--- src/abr_defines.vh ---
// constants for the autobias register bank: offsets, fields, reset values, timing
`ifndef ABR_DEFINES_VH
`define ABR_DEFINES_VH
`define ABR_ADDR_SYSTEM_CONTROL     5'h00
`define ABR_ADDR_CARRIER_SENSE      5'h01
`define ABR_ADDR_CARRIER_DRIVER     5'h02
`define ABR_ADDR_CARRIER_FINAL      5'h03
`define ABR_ADDR_PEAKING_SENSE      5'h04
`define ABR_ADDR_PEAKING_DRIVER     5'h05
`define ABR_ADDR_PEAKING_FINAL      5'h06
`define ABR_ADDR_TEMPERATURE        5'h0f
`define ABR_ADDR_UNLOCK_KEY         5'h11
`define ABR_BIT_SOFT_RESET          6
`define ABR_BIT_REFRESH             5
`define ABR_VERSION_MSB             3
`define ABR_SENSE_MSB               5
`define ABR_UNLOCK_PASSCODE         8'he3
`define ABR_SYSCTL_RESET            8'h00
`define ABR_SENSE_MASK              8'h3f
`define ABR_BIAS_COUNT              6
`define ABR_LOAD_TIME_NS            200
`define ABR_CLK_PERIOD_NS           40
`endif

--- src/abr_factory_store.v ---
// factory value store: read-only bias words, sequenced copy-out after a load request
`default_nettype none
module abr_factory_store (
   input  wire       i_core_clk,
   input  wire       i_rst_b,
   input  wire       i_ce,
   input  wire       i_load_req,
   input  wire [47:0] i_fuse_bits,
   output reg        o_busy,
   output reg        o_wr,
   output reg  [2:0] o_idx,
   output reg  [7:0] o_data
);
`include "abr_defines.vh"
   // no write path exists into the store; contents come only from fuse bits
   reg  [7:0] store [0:`ABR_BIAS_COUNT-1];
   reg  [2:0] cnt;
   genvar g;
   generate
      for (g = 0; g < `ABR_BIAS_COUNT; g = g + 1) begin : g_store
         always @* begin
            store[g] = i_fuse_bits[8*g +: 8];
         end
      end
   endgenerate
   always @(posedge i_core_clk or negedge i_rst_b) begin
      if (!i_rst_b) begin
         o_busy <= 1'b1;
         o_wr   <= 1'b0;
         o_idx  <= 3'h0;
         o_data <= 8'h00;
         cnt    <= 3'h0;
      end else if (i_ce) begin
         o_wr <= 1'b0;
         if (i_load_req && !o_busy) begin
            o_busy <= 1'b1;
            cnt    <= 3'h0;
         end else if (o_busy) begin
            o_wr   <= 1'b1;
            o_idx  <= cnt;
            o_data <= store[cnt];
            if ({29'h0, cnt} == `ABR_BIAS_COUNT - 1) begin
               o_busy <= 1'b0;
            end
            cnt <= cnt + 3'h1;
         end
      end
   end
endmodule
`default_nettype wire

--- src/abr_register_bank.v ---
// autobias register bank with factory load, soft reset, refresh and override unlock
`default_nettype none
// Behaviour
// - after power-on or any reset the factory values load into the bias registers unaided.
// - host writes to bias registers take effect only after the override unlock.
// - a reset or power cycle drops override values and restores factory values.
// - the factory store has no write path from the host.
// - nine eight-bit registers live in addresses 0 to 17.
// - address 0 holds soft reset, refresh and the chip version.
// - the four-bit chip version in address 0 is read-only.
// - addresses 1 to 6 hold the six bias settings copied from the factory store.
// - sense registers keep six bits; bits 7 and 6 read zero and store nothing.
// - address 15 returns the temperature reading and ignores writes.
// - writing E3 hex to write-only address 17 enables the override mode.
// - writing 1 to bit 6 of address 0 drops override mode, clears refresh and reloads factory bias values; bit 6 stays set.
// - writing 1 to bit 5 of address 0 reloads factory values into bias registers.
module abr_register_bank (
   input  wire        i_core_clk,
   input  wire        i_rst_b,
   input  wire        i_ce,
   input  wire        i_wr_en,
   input  wire        i_rd_en,
   input  wire [4:0]  i_addr,
   input  wire [7:0]  i_wdata,
   input  wire [7:0]  i_temperature,
   input  wire [47:0] i_fuse_bits,
   output reg  [7:0]  o_rdata,
   output reg         o_rvalid,
   output reg         o_override_mode,
   output reg         o_load_busy,
   output reg  [47:0] o_bias_settings
);
`include "abr_defines.vh"
   // arbitrary version value
   parameter [3:0] CHIP_VERSION = 4'h5;

   reg  [7:0] sysctl;
   reg  [7:0] bias [0:`ABR_BIAS_COUNT-1];
   reg        eng_mode;
   reg  [7:0] temp_s1;
   reg  [7:0] temp_s2;
   reg        soft_rst_q;
   wire       st_busy;
   wire       st_wr;
   wire [2:0] st_idx;
   wire [7:0] st_data;
   reg  [7:0] next_rdata;
   wire       soft_rst_rise;
   wire       refresh_req;
   wire       bias_write;

   function is_sense;
      input [2:0] idx;
      begin
         is_sense = (idx == 3'd0) || (idx == 3'd3);
      end
   endfunction

   function [2:0] bias_index;
      input [4:0] addr;
      begin
         bias_index = addr[2:0] - 3'h1;
      end
   endfunction

   function in_bias_range;
      input [4:0] addr;
      begin
         in_bias_range = (addr >= `ABR_ADDR_CARRIER_SENSE) &&
                         (addr <= `ABR_ADDR_PEAKING_FINAL);
      end
   endfunction

   assign soft_rst_rise = sysctl[`ABR_BIT_SOFT_RESET] & ~soft_rst_q;
   // refresh fires while its bit is set; the store ignores it while busy
   assign refresh_req = sysctl[`ABR_BIT_REFRESH] | soft_rst_rise;
   assign bias_write = i_wr_en && in_bias_range(i_addr) && eng_mode && !st_busy;

   abr_factory_store u_store (
      .i_core_clk (i_core_clk),
      .i_rst_b    (i_rst_b),
      .i_ce       (i_ce),
      .i_load_req (refresh_req),
      .i_fuse_bits(i_fuse_bits),
      .o_busy     (st_busy),
      .o_wr       (st_wr),
      .o_idx      (st_idx),
      .o_data     (st_data)
   );

   // temperature comes from the analog side, so it is synchronised first
   always @(posedge i_core_clk or negedge i_rst_b) begin
      if (!i_rst_b) begin
         temp_s1 <= 8'h00;
         temp_s2 <= 8'h00;
      end else if (i_ce) begin
         temp_s1 <= i_temperature;
         temp_s2 <= temp_s1;
      end
   end

   always @(posedge i_core_clk or negedge i_rst_b) begin
      if (!i_rst_b) begin
         sysctl     <= `ABR_SYSCTL_RESET;
         soft_rst_q <= 1'b0;
         eng_mode   <= 1'b0;
      end else if (i_ce) begin
         soft_rst_q <= sysctl[`ABR_BIT_SOFT_RESET];
         if (i_wr_en && i_addr == `ABR_ADDR_SYSTEM_CONTROL) begin
            // only the two control bits store; version and bits 7,4 ignore writes
            sysctl[`ABR_BIT_SOFT_RESET] <= i_wdata[`ABR_BIT_SOFT_RESET];
            sysctl[`ABR_BIT_REFRESH]    <= i_wdata[`ABR_BIT_REFRESH];
         end
         if (soft_rst_rise) begin
            eng_mode <= 1'b0;
            sysctl[`ABR_BIT_REFRESH] <= 1'b0;
         end else if (i_wr_en && i_addr == `ABR_ADDR_UNLOCK_KEY &&
                      i_wdata == `ABR_UNLOCK_PASSCODE) begin
            eng_mode <= 1'b1;
         end
      end
   end

   genvar g;
   generate
      for (g = 0; g < `ABR_BIAS_COUNT; g = g + 1) begin : g_bias
         localparam [2:0] IDX = g;
         always @(posedge i_core_clk or negedge i_rst_b) begin
            if (!i_rst_b) begin
               bias[g] <= 8'h00;
            end else if (i_ce) begin
               // factory copy wins over any host write in the same cycle
               if (st_wr && st_idx == IDX) begin
                  if (is_sense(IDX)) begin
                     bias[g] <= st_data & `ABR_SENSE_MASK;
                  end else begin
                     bias[g] <= st_data;
                  end
               end else if (bias_write && bias_index(i_addr) == IDX) begin
                  if (is_sense(IDX)) begin
                     bias[g] <= i_wdata & `ABR_SENSE_MASK;
                  end else begin
                     bias[g] <= i_wdata;
                  end
               end
            end
         end
      end
   endgenerate

   always @* begin
      next_rdata = 8'h00;
      if (i_addr == `ABR_ADDR_SYSTEM_CONTROL) begin
         next_rdata = {1'b0, sysctl[`ABR_BIT_SOFT_RESET], sysctl[`ABR_BIT_REFRESH],
                       1'b0, CHIP_VERSION};
      end else if (in_bias_range(i_addr)) begin
         next_rdata = bias[bias_index(i_addr)];
      end else if (i_addr == `ABR_ADDR_TEMPERATURE) begin
         next_rdata = temp_s2;
      end
      // the unlock key reads as zero: it is write-only
   end

   always @(posedge i_core_clk or negedge i_rst_b) begin
      if (!i_rst_b) begin
         o_rdata         <= 8'h00;
         o_rvalid        <= 1'b0;
         o_override_mode <= 1'b0;
         o_load_busy     <= 1'b1;
         o_bias_settings <= 48'h0000_0000_0000;
      end else if (i_ce) begin
         o_rvalid        <= i_rd_en;
         if (i_rd_en) begin
            o_rdata <= next_rdata;
         end
         o_override_mode <= eng_mode;
         o_load_busy     <= st_busy;
         o_bias_settings <= {bias[5], bias[4], bias[3], bias[2], bias[1], bias[0]};
      end
   end
endmodule
`default_nettype wire

--- config.mk ---
export PLATFORM = sky130hd
export DESIGN_NAME = abr_register_bank
export DESIGN_NICKNAME = d
export VERILOG_FILES = /design/src/abr_factory_store.v /design/src/abr_register_bank.v
export VERILOG_INCLUDE_DIRS = /design/src /design/src/src
export SDC_FILE = /design/constraint.sdc
export NUM_CORES = 1
export LEC_CHECK = 0
export BUFFER_PORTS_ARGS = -buffer_cell sky130_fd_sc_hd__buf_2
export CORE_ASPECT_RATIO = 1.2
export CORE_MARGIN = 5
export CORE_UTILIZATION = 30
export CTS_BUF_LIST = sky130_fd_sc_hd__clkbuf_4
export DETAILED_ROUTE_END_ITERATION = 12
export HOLD_SLACK_MARGIN = 0.12
export PLACE_DENSITY_LB_ADDON = 0.3
export SYNTH_ARGS = -nofsm -noshare
export SYNTH_HDL_FRONTEND = slang
export SYNTH_SLANG_ARGS = --single-unit
export TNS_END_PERCENT = 100
--- constraint.sdc ---
create_clock -name i_core_clk -period 2.5 [get_ports i_core_clk]
set_clock_uncertainty 0.05 [all_clocks]
set_input_delay 0.125 -clock i_core_clk [delete_from_list [all_inputs] [get_ports i_core_clk]]
set_output_delay 0.125 -clock i_core_clk [all_outputs]
set_load 0.005 [all_outputs]
==> impl_metrics.ini, run 1 <==
[synthesis]
syn_area_um2 = 6770
avgSynthCellArea_um2 = 13.2
synth_cells = 514
ys_seq_area_frac = 0.499
yosysWarningCount = 0
ys_top_cells_by_area = dfrtp_1 (49%), mux2_2 (26%), mux4_2 (3.3%)
yosys_register_bits = 135
yosysMostFrequentCell = mux2_2
synthTopCellsByCount = mux2_2 (158), dfrtp_1 (133), nand2_1 (26), a21oi_1 (21), o21ai_0 (19)
yosys.cell_types.count = 53
synth_edf_count = 0
synth-main-ff-cell = dfrtp_1
yosysTopAreaCell = dfrtp_1
synth_top_area_frac = 0.492
ys_async_sr_fraction = 1.00

[floorplanning]
die_w_um = 147
coreArea_um2 = 22300
initial_core_util = 0.304
num_rows = 60
io_pins = 133
die_height_um = 175
die_area_um2 = 25700

[detailed_routing]
wl_met1_um = 8120
routed_wl_um = 19000
maxUsedRoutingLayer = met4
dr.pass1.iters = 6
via_per_inst = 4.93
wl_met2_um = 9530
routedWlPerCell_um = 19.2
drtIter0Drc = 189
antenna_left = 0
vias = 4903
dr_wl_met3_um = 985
drc_errors = 0

[critical_path]
cp-start-kind = input pin
crit_required_ns = 2.94
rrSetupSlack_ns = 0.16
cp-end-kind = flop
arrival_ns = 2.81
crit_type = in -> reg
worstPathMaxFanout = 5

[clock_tree]
ctsHtreeMaxLevel = 4
cts.sinks = 135
cts_made_buffers = 17
cts_buffer_depth = 2
tritoncts = built
root_buffer = clkbuf_4
worstSkewPairLatency_ns = 0.55
clkTransAtPathRegs_ns = 0.12

[placement]
preCtsSetupSlack_ns = 0.246
dpl.hpwl_um = 14200
gp_congestion = 0.896
dpl_cell_area_um2 = 7710
port_buffers = 128

[final_layout]
fin_area_um2 = 8700
nets = 784
area_growth_pct = 28.5
n_fill_cell = 2132
layout-drive-gt1-share = 0.492

[timing]
period_needed_ns = 2.37
period_share = 0.946
max_slew_margin = 0.538
final_max_slew_viol_count = 0
finalHoldViolCount = 0
rsz0062_at_grt = no
fin_ws_ns = 0.135
worst_pin_slew_ns = 0.691
fin_tns_setup_ns = 0
setup_viol = 0
max_freq_mhz = 423

[global_routing]
grt_max_degree = 54
grt_use_total = 0.150
antenna_found_initial = 1
overflow = 0
grt_pass1_vias = 5269
grt_pass1_wl_um = 30100

[flow_run]
drv_cap = 0

[pwr]
seqPwrFrac = 0.456
power.share.switching = 0.319
ir_drop_v = 0.000329
p_leak_nw = 4.04
combPwrFrac = 0.306
p_int_mw = 5.53
p_per_area_nw_per_um2 = 933
power.share.clock = 0.239
p_switching_mw = 2.59

[worst_hold_path]
hold_path_class = in -> reg

[status]
status = finished, final reports clean
==> through the flow <==
stage | utilization | instances | hold slack [ns] | power, mW
floorplan | - | 517 | -0.221 | 4.90
global placement | 0.346 | 905 | 0.0883 | 5.94
detailed placement | 0.346 | 905 | 0.103 | 6.03
CTS | 0.389 | 993 | 0.129 | 8.20
global route | 0.390 | 994 | 0.160 | 8.62
finish | 0.390 | 994 | 0.205 | 8.12
==> power by group through the flow <==
stage | combinational, mW | clock, mW | sequential (mW)
3_5_place_dp | 2.27 | 0 | 3.76
4_1_cts | 2.50 | 1.99 | 3.71
6_report | 2.48 | 1.94 | 3.70
3_3_place_gp | 2.22 | 0 | 3.72
5_1_grt | 2.73 | 2.09 | 3.79
2_1_floorplan | 1.50 | 0 | 3.40
==> layout make-up <==
type,instances,area [µm²],share of cell area
diodes,1,2.50,0.000288
clock buffers,19,143,0.0164
clock inverters,13,251,0.0289
inverters,11,41.3,0.00475
multi-input cells,343,3220,0.370
flip-flops and latches,135,3380,0.389
well taps,279,349,0.0401
repair buffers,193,1310,0.151
==> sequential cells by signal (all words and copies together) (netlist names), 2 cells and up <==
register	cells
o_rdata	8
u_store.cnt	3
bias	44
temp_s1	8
u_store.o_data	8
u_store.o_idx	3
sysctl	2
o_bias_settings	44
temp_s2	8
==> critical path: stages <==
cell and delay, ns:
dlygate4sd3_1 0.53, buf_2 0.15, or4b_1 0.53, nor2_1 0.17, nand2_1 0.07, dlygate4sd3_1 0.56, a21oi_1 0.12, dlygate4sd3_1 0.55
==> cells in the final DEF, fill, tap and decap left out, drive strengths merged, types with 6 or more instances in the layout <==
| cell type | synthesis | final |
|---|---|---|
| buf | 18 | 138 |
| nand2 | 26 | 26 |
| clkbuf | 10 | 19 |
| dfrtp | 133 | 133 |
| dlygate4sd3 | 0 | 55 |
| nand3 | 6 | 6 |
| bufinv | 0 | 7 |
| mux2i | 18 | 18 |
| a21oi | 21 | 21 |
| ha | 9 | 9 |
| mux2 | 158 | 158 |
| o21ai | 23 | 23 |
| inv | 10 | 10 |
| mux4 | 10 | 10 |
| nor2 | 16 | 16 |
==> worst paths after layout <==
kind                       cells past startpoint            from             endpoint
setup / recovery                               8       i_addr[3]            sysctl[5]
max in group asynchronous                      4         i_rst_b  o_bias_settings[44]
hold reg to reg                                2     o_load_busy          o_load_busy
setup reg to reg                               7  u_store.cnt[0]    u_store.o_data[4]
hold / removal                                 4       i_addr[2]           o_rdata[0]
min in group asynchronous                      4         i_rst_b   o_bias_settings[0]
==> per-layer routing <==
metal | vias up | global-route usage
met4 | 0 | 0.0544
met3 | 26 | 0.0342
met2 | 148 | 0.255
met5 | - | 0
met1 | 2466 | 0.188
li1 | 2263 | -
==> kinds of logic (layout without fill, tap and decap cells) <==
kind of cell,after synthesis,after routing,synth area share
other,1,5,0.000554
AND/OR/NAND/NOR,76,76,0.0623
flip-flops,135,135,0.499
adder cells (fa/ha/maj),9,9,0.0166
buffers and inverters,39,236,0.0270
AO/OA/AOI/OAI,68,68,0.0715
multiplexers,186,186,0.323
==> what timing repair did <==
item	CTS	global route
hold endpoints to repair	212	0
hold buffers	56	0
setup buffers	0	0
gates resized for setup	0	5
setup endpoints to repair	0	8
Note: power is estimated with default switching activity, not from simulation.
==> run 2, diff against run 1 <==
==> constraint.sdc (replaced) <==
create_clock -name i_core_clk -period 2.5 [get_ports i_core_clk]
set_clock_uncertainty 0.05 [all_clocks]
set_input_delay 0.25 -clock i_core_clk [delete_from_list [all_inputs] [get_ports i_core_clk]]
set_output_delay 0.25 -clock i_core_clk [all_outputs]
set_load 0.005 [all_outputs]
==> impl_metrics.ini, run 2 (synthesis gave the netlist of run 1 again) <==
[final_layout]
seq_area_um2 = 3380
nets = 772
final_common_cell = mux2_2
multiInputGateArea_um2 = 3220
fin_area_um2 = 8450
n_fill_cell = 2133
fin_util = 0.379
biggestRegsByFlops = bias (44), o_bias_settings (44)
mostFrequentLayoutCells = mux2_2 (158), dfrtp_1 (133), buf_2 (127)
layout-drive-gt1-share = 0.501
area_growth_pct = 24.7

[pwr]
p_per_area_nw_per_um2 = 881
p_leak_nw = 3.93
total_power_mw = 7.44
ir_drop_v = 0.000281

[clock_tree]
postCtsSetupBuffers = 0
cts_made_buffers = 17
worstSkewPairLatency_ns = 0.54
clkTransAtPathRegs_ns = 0.12
cts.sinks = 135
ctsHtreeMaxLevel = 4
root_buffer = clkbuf_4
tritoncts = built
cts_buffer_depth = 2

[global_routing]
overflow = 0
grt_pass1_wl_um = 29600
antenna_found_initial = 1
grt_pass1_vias = 5200
grt_use_total = 0.147
grt_max_degree = 58

[timing]
period_share = 0.996
worst_pin_slew_ns = 1.01
setup_viol = 0
fin_ws_ns = 0.00915
max_freq_mhz = 401
rsz0062_at_grt = no
period_needed_ns = 2.49
fin_tns_setup_ns = 0
max_slew_margin = 0.323
finalHoldViolCount = 0
final_max_slew_viol_count = 0

[worst_hold_path]
holdPathEnd = u_store.o_data[7]
hold_start = i_fuse_bits[23]
min_path_cells = 4
hold_path_class = in -> reg

[detailed_routing]
vias = 4807
routedWlPerCell_um = 18.9
via_per_inst = 4.90
drtIter0Drc = 230
routed_wl_um = 18600
antenna_left = 0
drc_errors = 0
dr.pass1.iters = 4

[placement]
dpl.hpwl_um = 14000
dpl_cell_area_um2 = 7750
port_buffers = 128
preCtsSetupSlack_ns = 0.231
gp_congestion = 0.868

[critical_path]
crit_path_start = i_addr[3]
r2r-end = u_store.o_data[1]
rr_startpoint = u_store.cnt[0]
cp-start-kind = input pin
worstPathMaxFanout = 5
arrival_ns = 2.92
crit_required_ns = 2.93
rrSetupSlack_ns = 0.20
cp-end-kind = flop
crit_type = in -> reg
reg2regPathDepth = 7

[floorplanning]
num_rows = 60
coreArea_um2 = 22300
io_pins = 133
die_height_um = 175
initial_core_util = 0.304
die_w_um = 147
die_area_um2 = 25700

[flow_run]
drv_cap = 0

[status]
status = finished, final reports clean
[run 2: changes by cell type in the layout (fill, tap and decap cells not counted), sizes merged]
cell         before  now
clkinvlp          2    5
dlygate4sd3      55   41
bufinv            7    2
buf             138  140
inv              10   12
[run 2: where the power goes]
| group | total [mW] | internal (mW) | switching, mW |
|---|---|---|---|
| logic | 2.36 | 1.38 | 0.976 |
| clock network | 1.42 | 0.609 | 0.811 |
| registers | 3.67 | 2.92 | 0.741 |
[run 2: worst max-delay path by stage]
stage / end / slack [ns] / depth (start not counted)
6_report: sysctl[5] / 0.009 / 8
5_1_grt: sysctl[5] / 0.003 / 8
4_1_cts: sysctl[5] / 0.06 / 8
3_5_place_dp: bias[39] / 0.23 / 7
3_3_place_gp: bias[35] / 0.28 / 7
2_1_floorplan: bias[10] / 0.08 / 9
[run 2: timing repair]
| item | in CTS | in global routing |
|---|---|---|
| hold buffers | 41 | 0 |
| hold endpoints to repair | 177 | 0 |
| gates resized for setup | 0 | 3 |
| endpoints found under the setup margin | 0 | 2 |
[run 2: stage by stage]
step / hold slack, ns / cells
finish: 0.174 / 982
CTS: 0.125 / 981
global placement: 0.128 / 908
detailed placement: 0.143 / 908
global route: 0.140 / 982
floorplan: -0.0956 / 517
[run 2: critical path: stages]
cell	delay [ns]
dlygate4sd3_1	0.53
buf_2	0.15
or4b_1	0.53
nor2_2	0.15
nand2_1	0.07
dlygate4sd3_1	0.57
a21oi_1	0.12
dlygate4sd3_1	0.55
[run 2: final cells by class]
class	count	area share
multi-input cells	343	0.381
flip-flops and latches	135	0.400
clock inverters	13	0.0157
inverters	11	0.00489
diodes	1	0.000296
well taps	279	0.0413
clock buffers	19	0.0169
repair buffers	181	0.139
[run 2: metal layers]
metal	global-route usage	share of wire	vias to the layer above
met3	0.0381	0.052	24
met1	0.183	0.43	2401
met2	0.248	0.50	141
li1	-	-	2241
met5	0	0	-
met4	0.0521	0.019	0
